--- src/design/ext_bus_region_regs.vh ---
// Register offsets, field positions, codes and reset values of the external bus region block.
// Behaviour
// - One cycle after the address arrives, compare it; no enabled region hit gives error.
// - Several hits pass on the lowest numbered matching region.
// - Next cycle select and check the region parameters; invalid access gives error.
// - A valid access starts the external cycle one cycle after parameter selection.
// - Each region picks demultiplexed, multiplexed, burst flash or one of two DRAM types.
// - A disabled region always misses, whatever its base and mask.
// - The mask counts compared base bits downward from address bit 26.
// - Every region, all eight of them, has a write protect bit blocking writes.
// - Little endian default; big endian swap only on 16-bit regions.
// - Big endian flips low address bits: halfword xor 10, byte xor 11.
// - Accesses wider than the port split into ascending external beats.
// - The external bus stays owned until the whole split sequence ends.
// - On 32-bit regions local bus address bit 2 picks the 32-bit data half.
// - On 16-bit regions local bus address bits 2 and 1 pick the byte pair.
// - Big endian 16-bit: 64-bit gives 010,000,110,100; 32-bit gives 10,00.
// - On 16-bit regions peripheral bus address bit 1 picks the halfword.
// - The synchronous clock is the system clock divided by one, two or four.
// - Alignment drives address bits 24:1 for 16-bit and 25:2 for 32-bit ports.
// - Aligned 32-bit multiplexed address is byte address 31:2 with two zero top bits.
// - Alignment is off after reset; then the plain byte address goes out.
// - The indicator is low with the select during a modify read, else high.
`ifndef EXT_BUS_REGION_REGS_VH
`define EXT_BUS_REGION_REGS_VH

`define OFS_CON         7'h40
`define OFS_STATUS      7'h44
`define OFS_TABLE_BIT   6
`define OFS_BUSCON_BIT  2

`define ASEL_EN         0
`define ASEL_ALTERNATE_SEGMENT_ENABLE      1
`define ASEL_MASK_LO    4
`define ASEL_ALTERNATE_SEGMENT_LO  8
`define ASEL_BASE_LO    12

`define BC_ATYPE_LO     0
`define BC_PW_LO        4
`define BC_ENDIAN       6
`define BC_WP           7
`define BC_ALIGN        8

`define CON_DIV_LO      0
`define STAT_HOLD       0
`define STAT_REGION_LO  1
`define STAT_STATE_LO   4

`define ADDSEL_RST      32'h0000_0000
`define BUSCON_RST      32'h0000_0020
`define CON_RST         32'h0000_0000

`define AT_DEMUX        3'h0
`define AT_MUX          3'h1
`define AT_BFLASH       3'h2
`define AT_SDRAM0       3'h3
`define AT_SDRAM1       3'h4

`define PW_16           2'h1
`define PW_32           2'h2

`define SZ_8            2'h0
`define SZ_16           2'h1
`define SZ_32           2'h2
`define SZ_64           2'h3

`define DIV_1           2'h0
`define DIV_2           2'h1

`endif

--- src/design/ext_bus_region.v ---
// External bus region matching, parameter selection and external access sequencing.
//
// The register offsets and the Avalon-MM interface to the registers are this design's own decisions.
`timescale 1ns/1ps
`include "ext_bus_region_regs.vh"

module ext_bus_region (
    // Clock and reset.
    input  wire        clk_sys_i,
    input  wire        nrst_i,
    // Avalon-MM register slave.
    input  wire [6:0]  avs_address_i,
    input  wire        avs_read_i,
    input  wire        avs_write_i,
    input  wire [31:0] avs_writedata_i,
    input  wire [3:0]  avs_byteenable_i,
    output wire [31:0] avs_readdata_o,
    output wire        avs_waitrequest_o,
    // Internal request port.
    input  wire        req_valid_i,
    input  wire        req_src_i,
    input  wire [31:0] req_addr_i,
    input  wire [1:0]  req_size_i,
    input  wire        req_write_i,
    input  wire        req_rmw_i,
    input  wire [63:0] req_wdata_i,
    output wire        req_ready_o,
    output wire        req_done_o,
    output wire        req_error_o,
    output wire [63:0] req_rdata_o,
    // External bus pins.
    output wire [23:0] ext_addr_o,
    output wire [31:0] ext_ad_o,
    output wire        ext_ad_oe_o,
    input  wire [31:0] ext_ad_i,
    output wire [7:0]  region_select_n_o,
    output wire        ext_rd_n_o,
    output wire        ext_wr_n_o,
    output wire        read_modify_write_ind_o,
    output wire [2:0]  access_type_sel_o,
    output wire        bus_hold_o,
    output wire        ext_sync_clock_o
);

////////////////////////////////////////////////////////////////////////////////

localparam [2:0] ST_IDLE  = 3'd0;
localparam [2:0] ST_MATCH = 3'd1;
localparam [2:0] ST_PARAM = 3'd2;
localparam [2:0] ST_ADR   = 3'd3;
localparam [2:0] ST_DAT   = 3'd4;

reg  [31:0] addsel_reg [0:7];
reg  [31:0] buscon_reg [0:7];
reg  [31:0] con_reg;
reg         wait_reg;
reg  [31:0] readdata_reg;

reg  [2:0]  state_reg;
reg  [2:0]  region_reg;
reg  [31:0] addr_reg;
reg  [31:0] cur_addr_reg;
reg  [1:0]  size_reg;
reg         src_reg;
reg         write_reg;
reg         rmw_reg;
reg  [63:0] wdata_reg;
reg  [63:0] rdata_reg;
reg  [1:0]  beats_left_reg;
reg         ready_reg;
reg         done_reg;
reg         error_reg;

reg  [23:0] ext_addr_reg;
reg  [31:0] ext_ad_reg;
reg         ext_ad_oe_reg;
reg  [7:0]  select_n_reg;
reg         rd_n_reg;
reg         wr_n_reg;
reg         rmw_ind_reg;
reg  [2:0]  atype_out_reg;
reg         hold_reg;
reg  [1:0]  div_cnt_reg;
reg         sync_clk_reg;

integer     i;
integer     k;

////////////////////////////////////////////////////////////////////////////////
// Register slave: every answer comes one cycle after the request, from a flip-flop.

function [31:0] merge;
    input [31:0] old_v;
    input [31:0] new_v;
    input [3:0]  be;
    integer      b;
    begin
        merge = old_v;
        for (b = 0; b < 4; b = b + 1) begin
            if (be[b]) merge[b*8 +: 8] = new_v[b*8 +: 8];
        end
    end
endfunction

reg  [31:0] rd_mux;
wire [2:0]  reg_idx  = avs_address_i[5:3];
wire        wr_fire  = avs_write_i & ~wait_reg;

always @* begin
    rd_mux = 32'h0000_0000;
    if (!avs_address_i[`OFS_TABLE_BIT]) begin
        rd_mux = avs_address_i[`OFS_BUSCON_BIT] ? buscon_reg[reg_idx] : addsel_reg[reg_idx];
    end else if (avs_address_i == `OFS_CON) begin
        rd_mux = con_reg;
    end else if (avs_address_i == `OFS_STATUS) begin
        rd_mux[`STAT_HOLD] = hold_reg;
        rd_mux[`STAT_REGION_LO +: 3] = region_reg;
        rd_mux[`STAT_STATE_LO +: 3] = state_reg;
    end
end

always @(posedge clk_sys_i or negedge nrst_i) begin
    if (!nrst_i) begin
        wait_reg     <= 1'b1;
        readdata_reg <= 32'h0000_0000;
        con_reg      <= `CON_RST;
        for (i = 0; i < 8; i = i + 1) begin
            addsel_reg[i] <= `ADDSEL_RST;
            buscon_reg[i] <= `BUSCON_RST;
        end
    end else begin
        wait_reg <= ~((avs_read_i | avs_write_i) & wait_reg);
        if ((avs_read_i | avs_write_i) & wait_reg) readdata_reg <= rd_mux;
        if (wr_fire) begin
            if (!avs_address_i[`OFS_TABLE_BIT] && avs_address_i[`OFS_BUSCON_BIT]) begin
                buscon_reg[reg_idx] <= merge(rd_mux, avs_writedata_i, avs_byteenable_i);
            end else if (!avs_address_i[`OFS_TABLE_BIT]) begin
                addsel_reg[reg_idx] <= merge(rd_mux, avs_writedata_i, avs_byteenable_i);
            end else if (avs_address_i == `OFS_CON) begin
                con_reg <= merge(rd_mux, avs_writedata_i, avs_byteenable_i);
            end
        end
    end
end

////////////////////////////////////////////////////////////////////////////////
// Region comparison on the captured request address.

wire [7:0] hit;
reg  [2:0] hit_idx;
genvar     g;

generate
    for (g = 0; g < 8; g = g + 1) begin : g_match
        wire [31:0] asel    = addsel_reg[g];
        wire [3:0]  msk     = asel[`ASEL_MASK_LO +: 4];
        wire [14:0] keep    = ~(15'h7fff >> msk);
        wire        seg_ok  = (addr_reg[31:28] == asel[31:28])
                            | (asel[`ASEL_ALTERNATE_SEGMENT_ENABLE] & (addr_reg[31:28] == asel[`ASEL_ALTERNATE_SEGMENT_LO +: 4]));
        wire        low_ok  = (((addr_reg[26:12] ^ asel[26:12]) & keep) == 15'h0000);
        assign hit[g] = asel[`ASEL_EN] & seg_ok & (addr_reg[27] == asel[27]) & low_ok;
    end
endgenerate

always @* begin
    hit_idx = 3'd0;
    for (k = 7; k >= 0; k = k - 1) begin
        if (hit[k]) hit_idx = k[2:0];
    end
end

////////////////////////////////////////////////////////////////////////////////
// Parameters of the selected region. They are read live from the table, so
// software must not rewrite a region while an access to it is running.

wire [31:0] bc     = buscon_reg[region_reg];
wire [2:0]  atype  = bc[`BC_ATYPE_LO +: 3];
wire [1:0]  pw     = bc[`BC_PW_LO +: 2];
wire        port16 = (pw == `PW_16);
wire        align  = bc[`BC_ALIGN];
wire        is_mux = (atype == `AT_MUX);
wire        big    = bc[`BC_ENDIAN] & port16;

wire        bad    = ((pw != `PW_16) & (pw != `PW_32))
                   | (atype > `AT_SDRAM1)
                   | (write_reg & bc[`BC_WP])
                   | (src_reg & (size_reg == `SZ_64));

reg  [1:0]  last_beat;
always @* begin
    last_beat = 2'd0;
    if (port16 && size_reg == `SZ_64) last_beat = 2'd3;
    else if (size_reg == `SZ_64 || (port16 && size_reg == `SZ_32)) last_beat = 2'd1;
end

wire [31:0] step      = port16 ? 32'h0000_0002 : 32'h0000_0004;
wire [31:0] nxt_addr  = cur_addr_reg + step;
wire [31:0] beat_addr = (state_reg == ST_PARAM) ? addr_reg :
                        (state_reg == ST_DAT) ? nxt_addr : cur_addr_reg;

wire [1:0]  flip      = (size_reg == `SZ_8) ? 2'b11 : 2'b10;
wire [1:0]  low       = big ? (beat_addr[1:0] ^ flip) : beat_addr[1:0];
wire [31:0] xaddr     = {beat_addr[31:2], low};

wire [23:0] pin_addr  = !align ? xaddr[23:0] :
                        port16 ? xaddr[24:1] : xaddr[25:2];
wire [31:0] mux_addr  = !align ? xaddr :
                        port16 ? {1'b0, xaddr[31:1]} : {2'b00, xaddr[31:2]};

wire        hi_half   = ~src_reg & beat_addr[2];
wire [31:0] wword     = hi_half ? wdata_reg[63:32] : wdata_reg[31:0];
wire [31:0] wbeat     = port16 ? {16'h0000, beat_addr[1] ? wword[31:16] : wword[15:0]}
                               : wword;

wire        cap_hi    = ~src_reg & cur_addr_reg[2];
wire [1:0]  cap_hw    = {cap_hi, cur_addr_reg[1]};

////////////////////////////////////////////////////////////////////////////////
// Prescaler: a one-cycle tick at the divided rate paces the DRAM types.

wire [1:0]  div_sel   = con_reg[`CON_DIV_LO +: 2];
wire [1:0]  div_lim   = (div_sel == `DIV_1) ? 2'd0 : (div_sel == `DIV_2) ? 2'd1 : 2'd3;
wire        tick      = ((div_cnt_reg & div_lim) == 2'd0);
wire        adv       = (atype < `AT_SDRAM0) | tick;

always @(posedge clk_sys_i or negedge nrst_i) begin
    if (!nrst_i) begin
        div_cnt_reg  <= 2'd0;
        sync_clk_reg <= 1'b0;
    end else begin
        div_cnt_reg  <= div_cnt_reg + 2'd1;
        sync_clk_reg <= tick;
    end
end

////////////////////////////////////////////////////////////////////////////////
// Access sequencer: take, match, select, then address and data phase per beat.

always @(posedge clk_sys_i or negedge nrst_i) begin
    if (!nrst_i) begin
        state_reg      <= ST_IDLE;
        region_reg     <= 3'd0;
        addr_reg       <= 32'h0000_0000;
        cur_addr_reg   <= 32'h0000_0000;
        size_reg       <= `SZ_8;
        src_reg        <= 1'b0;
        write_reg      <= 1'b0;
        rmw_reg        <= 1'b0;
        wdata_reg      <= 64'h0000_0000_0000_0000;
        rdata_reg      <= 64'h0000_0000_0000_0000;
        beats_left_reg <= 2'd0;
        ready_reg      <= 1'b1;
        done_reg       <= 1'b0;
        error_reg      <= 1'b0;
        ext_addr_reg   <= 24'h00_0000;
        ext_ad_reg     <= 32'h0000_0000;
        ext_ad_oe_reg  <= 1'b0;
        select_n_reg   <= 8'hff;
        rd_n_reg       <= 1'b1;
        wr_n_reg       <= 1'b1;
        rmw_ind_reg    <= 1'b1;
        atype_out_reg  <= `AT_DEMUX;
        hold_reg       <= 1'b0;
    end else begin
        done_reg  <= 1'b0;
        error_reg <= 1'b0;
        case (state_reg)
            ST_IDLE: begin
                if (req_valid_i) begin
                    addr_reg  <= req_addr_i;
                    size_reg  <= req_size_i;
                    src_reg   <= req_src_i;
                    write_reg <= req_write_i;
                    rmw_reg   <= req_rmw_i;
                    wdata_reg <= req_wdata_i;
                    rdata_reg <= 64'h0000_0000_0000_0000;
                    ready_reg <= 1'b0;
                    state_reg <= ST_MATCH;
                end
            end
            ST_MATCH: begin
                if (hit == 8'h00) begin
                    done_reg  <= 1'b1;
                    error_reg <= 1'b1;
                    ready_reg <= 1'b1;
                    state_reg <= ST_IDLE;
                end else begin
                    region_reg <= hit_idx;
                    state_reg  <= ST_PARAM;
                end
            end
            ST_PARAM: begin
                if (bad) begin
                    done_reg  <= 1'b1;
                    error_reg <= 1'b1;
                    ready_reg <= 1'b1;
                    state_reg <= ST_IDLE;
                end else begin
                    select_n_reg   <= ~(8'h01 << region_reg);
                    ext_addr_reg   <= pin_addr;
                    ext_ad_reg     <= is_mux ? mux_addr : wbeat;
                    ext_ad_oe_reg  <= is_mux | write_reg;
                    rmw_ind_reg    <= ~(rmw_reg & ~write_reg);
                    atype_out_reg  <= atype;
                    hold_reg       <= 1'b1;
                    cur_addr_reg   <= beat_addr;
                    beats_left_reg <= last_beat;
                    state_reg      <= ST_ADR;
                end
            end
            ST_ADR: begin
                if (adv) begin
                    rd_n_reg      <= write_reg;
                    wr_n_reg      <= ~write_reg;
                    ext_ad_reg    <= wbeat;
                    ext_ad_oe_reg <= write_reg;
                    state_reg     <= ST_DAT;
                end
            end
            ST_DAT: begin
                if (adv) begin
                    if (!write_reg && port16) rdata_reg[cap_hw*16 +: 16] <= ext_ad_i[15:0];
                    else if (!write_reg) rdata_reg[cap_hi*32 +: 32] <= ext_ad_i;
                    rd_n_reg <= 1'b1;
                    wr_n_reg <= 1'b1;
                    if (beats_left_reg == 2'd0) begin
                        select_n_reg  <= 8'hff;
                        rmw_ind_reg   <= 1'b1;
                        hold_reg      <= 1'b0;
                        ext_ad_oe_reg <= 1'b0;
                        done_reg      <= 1'b1;
                        ready_reg     <= 1'b1;
                        state_reg     <= ST_IDLE;
                    end else begin
                        beats_left_reg <= beats_left_reg - 2'd1;
                        cur_addr_reg   <= beat_addr;
                        ext_addr_reg   <= pin_addr;
                        ext_ad_reg     <= is_mux ? mux_addr : wbeat;
                        ext_ad_oe_reg  <= is_mux | write_reg;
                        state_reg      <= ST_ADR;
                    end
                end
            end
            default: state_reg <= ST_IDLE;
        endcase
    end
end

////////////////////////////////////////////////////////////////////////////////

assign avs_readdata_o          = readdata_reg;
assign avs_waitrequest_o       = wait_reg;
assign req_ready_o             = ready_reg;
assign req_done_o              = done_reg;
assign req_error_o             = error_reg;
assign req_rdata_o             = rdata_reg;
assign ext_addr_o              = ext_addr_reg;
assign ext_ad_o                = ext_ad_reg;
assign ext_ad_oe_o             = ext_ad_oe_reg;
assign region_select_n_o       = select_n_reg;
assign ext_rd_n_o              = rd_n_reg;
assign ext_wr_n_o              = wr_n_reg;
assign read_modify_write_ind_o = rmw_ind_reg;
assign access_type_sel_o       = atype_out_reg;
assign bus_hold_o              = hold_reg;
assign ext_sync_clock_o        = sync_clk_reg;

endmodule

--- config.mk ---
export PLATFORM = sky130hd
export DESIGN_NAME = ext_bus_region
export DESIGN_NICKNAME = d
export VERILOG_FILES = /design/src/design/ext_bus_region.v
export VERILOG_INCLUDE_DIRS = /design/src /design/src/design
export SDC_FILE = /design/constraint.sdc
export NUM_CORES = 2
export LEC_CHECK = 0
export BUFFER_PORTS_ARGS = -buffer_cell sky130_fd_sc_hd__buf_2
export CAP_MARGIN = 10
export CORE_MARGIN = 2
export CORE_UTILIZATION = 35
export DETAILED_ROUTE_END_ITERATION = 10
export SYNTH_ARGS = -nofsm -noshare
export SYNTH_HDL_FRONTEND = slang
export SYNTH_SLANG_ARGS = --single-unit
export TNS_END_PERCENT = 20
--- constraint.sdc ---
create_clock -name clk_sys_i -period 6.8 [get_ports clk_sys_i]
set_input_delay 0.34 -clock clk_sys_i [delete_from_list [all_inputs] [get_ports clk_sys_i]]
set_output_delay 0.34 -clock clk_sys_i [all_outputs]
set_load 0.02 [all_outputs]
==> impl_metrics.tcl <==
set metrics [dict create \
    status "finished, final reports clean" \
    ant_nets 0 \
    preCtsSetupSlack_ps 1660 \
    die_w_um 356 \
    synth_nets 4187 \
    clk_latency_ps 690 \
    swShare 0.303 \
    grt_use_met1 0.340 \
    power_frac_comb 0.181 \
    synth.most_common_cell "dfrtp_1" \
    clk_path_buf_depth 3 \
    post_cts_resized 0 \
    routed_via_density 5.68 \
    skew_ps 32.2 \
    syn_area_mm2 0.0434 \
    drc_errors 0 \
    hold_viol_final 0 \
    crit_type "flop to flop" \
    setup_viol 0 \
    worst_setup_path_end_kind "flop" \
    tns_ps 0 \
    ys_top_cells_by_count "dfrtp_1, mux2_2, nand2_1" \
    cp_max_fo 29 \
    drtPass1Iterations 9 \
    cts_sinks 860 \
    synth-xor-area-share 0.0438 \
    io_pins 354 \
    cts_root_buffer "clkbuf_16" \
    grt_pass1_wl_um 233000 \
    start_util 0.352 \
    critical_path_arrival_ps 5650 \
    drv_slew 0 \
    overflow 0 \
    grt_max_degree 167 \
    rsz0062_at_grt "false" \
    yosysSeqAreaShare 0.497 \
    yosysTopAreaCell "dfrtp_1" \
    period_needed_ps 5130 \
    synthTopCellsByArea "dfrtp_1, mux2_2, o21ai_0, nand2_1, mux2i_1" \
    intPower_mw 9.86 \
    muxShareOfSynthArea 0.183 \
    fin_crit_sh 0.755 \
    clock.fmax_ghz 0.195 \
    relSlewSlack 0.172 \
    clkTransAtPathRegs_ps 60 \
    synthAdderAreaFrac 0.00346 \
    nNetsFinal 4548 \
    synth_compound_area_frac 0.148 \
    rows 129 \
    hold_ws_ps 48.9 \
    grtUsageMet2 0.387 \
    vias 34500 \
    cts_tree "done" \
    syn_to_final_growth_pct 18.1 \
    synth-seq-cells 860 \
    die_height_um 356 \
    place.gp.congestion 0.944 \
    grtUsageMet3 0.0400 \
    maxCapViolCount 0 \
    start_kind "flop" \
    synth_top_family_by_area "multiplexers" \
    grt.busiest_layer "met2" \
    cp.required_ps 7320 \
    core_area_mm2 0.123 \
    hold_path.class "input port to flop" \
    synthCells 3997 \
    grt_pass1_vias 34000 \
    synth_top_area_share 0.484 \
    die_area_mm2 0.127 \
    htreeDepth 3 \
    ys.flop_type "dfrtp_1" \
    async_reset_ff_frac 1.00 \
    synth_cell_types 89 \
    p_switching_mw 4.28 \
    p_leak_nw 23.2 \
    wirelength_um 158000 \
    portBuffers 353 \
    drive_above_1_share 0.281 \
    hpwl_um 108000 \
    avgSynthCellArea_um2 10.8 \
    synth_edf_count 0 \
    grtUsageTotal 0.245 \
    drtIter0Drc 3688 \
    power_density_mw_per_mm2 276 \
    yosysWarnings 0 \
    setup_ws_ps 1670 \
    drt-wirelength-per-cell_um 26.0 \
    p_seq_frac 0.444 \
    worst_pin_slew_ps 1230 \
    antenna_found_initial 3 \
    synth-simple-area-share 0.0854 \
    pwr-share-clk 0.375 \
    peakVddDrop_uv 225 \
    cts-buffers-inserted 95 \
]
==> worst paths after layout <==
kind	end	slack (ps)	startpoint	cells after the start
max	ext_ad_o[18]$_DFFE_PN0P_	1670	region_reg[0]$_DFFE_PN0P_	14
max reg2reg	ext_ad_o[18]$_DFFE_PN0P_	1670	region_reg[0]$_DFFE_PN0P_	14
min	req_rdata_o[54]$_DFFE_PN0P_	50	ext_ad_i[22]	3
min reg2reg	div_cnt_reg[0]$_DFF_PN0_	460	div_cnt_reg[0]$_DFF_PN0_	1
max in group asynchronous	avs_readdata_o[17]$_DFFE_PN0P_	4720	nrst_i	4
min in group asynchronous	wdata_reg[20]$_DFFE_PN0P_	280	nrst_i	2
==> worst max-delay path: stages (launching register included) <==
cell      delay (ps)
dfrtp_1          830
mux4_2           600
mux2i_1          150
ha_1             190
buf_4            380
clkinv_1         350
ha_1             360
a21oi_1          370
or2_1            410
nor3_1           130
xnor2_1          140
mux2i_1          380
mux2i_1          170
a222oi_1         370
a21oi_1          110
==> layout by cell type, fill, tap and decap left out, types with 21 or more instances in the layout <==
master	count
dfrtp_1	839
mux2_2	499
nand2_1	487
o21ai_0	395
buf_2	350
nor2_1	157
a21oi_1	146
dlygate4sd3_1	129
mux2i_1	120
xor2_1	113
buf_4	110
a22oi_1	106
xnor2_1	104
clkbuf_16	96
a221oi_1	54
inv_1	50
mux4_2	48
a31oi_1	33
nand3_1	30
a22o_1	29
o21ai_1	27
o22ai_1	25
clkbuf_8	25
clkbuf_1	25
nor3_1	24
nor4_1	21
dfstp_2	21
==> metal layers <==
metal / vias up / wire, um
met1: 17500 / 67900
li1: 15200 / -
met3: 300 / 12100
met5: - / 44
met2: 1572 / 72100
met4: 6 / 5670
==> metrics by stage <==
| step | cell area [um^2] | cells | util | total power, mW |
|---|---|---|---|---|
| after floorplan | 43400 | 3997 | - | 7.72 |
| after global placement | 46700 | 5764 | 0.379 | 8.80 |
| after detailed placement | 46700 | 5764 | 0.379 | 8.83 |
| after CTS | 51200 | 6064 | 0.415 | 14.2 |
| after global routing | 51200 | 6069 | 0.415 | 14.7 |
| final | 51200 | 6070 | 0.415 | 14.1 |
==> power groups by stage <==
stage                     sequential [mW]  combinational (mW)  clock [mW]
after detailed placement             6.36                2.48           0
final                                6.28                2.56        5.30
after floorplan                      6.18                1.55           0
after global routing                 6.34                2.76        5.60
after global placement               6.34                2.45           0
after CTS                            6.27                2.55        5.38
==> layout make-up <==
| type | count | area (um^2) |
|---|---|---|
| Fill cell | 11900 | 72100 |
| Timing Repair Buffer | 595 | 3980 |
| Multi-Input combinational cell | 2752 | 20300 |
| Antenna cell | 1 | 2.50 |
| Sequential cell | 860 | 21500 |
| Clock buffer | 146 | 2840 |
| Inverter | 54 | 203 |
| Clock inverter | 25 | 329 |
| Tap cell | 1637 | 2050 |
==> timing repair <==
action                                 4_1_cts  5_1_grt
endpoints found under the hold margin      222        0
setup buffers                                0        0
hold buffers                               129        0
==> kinds of logic (layout without fill, tap and decap cells) <==
kind of cell / count (synthesis) / in the layout
AOI/OAI and AO/OA: 1007 / 1007
xor gates and xnor gates: 217 / 217
adders and majority gates: 12 / 12
buffers and inverters: 385 / 820
DFF: 860 / 860
muxes: 671 / 671
other: 0 / 1
and+or+nand+nor: 845 / 845
Power figures use the tool's default switching activity.
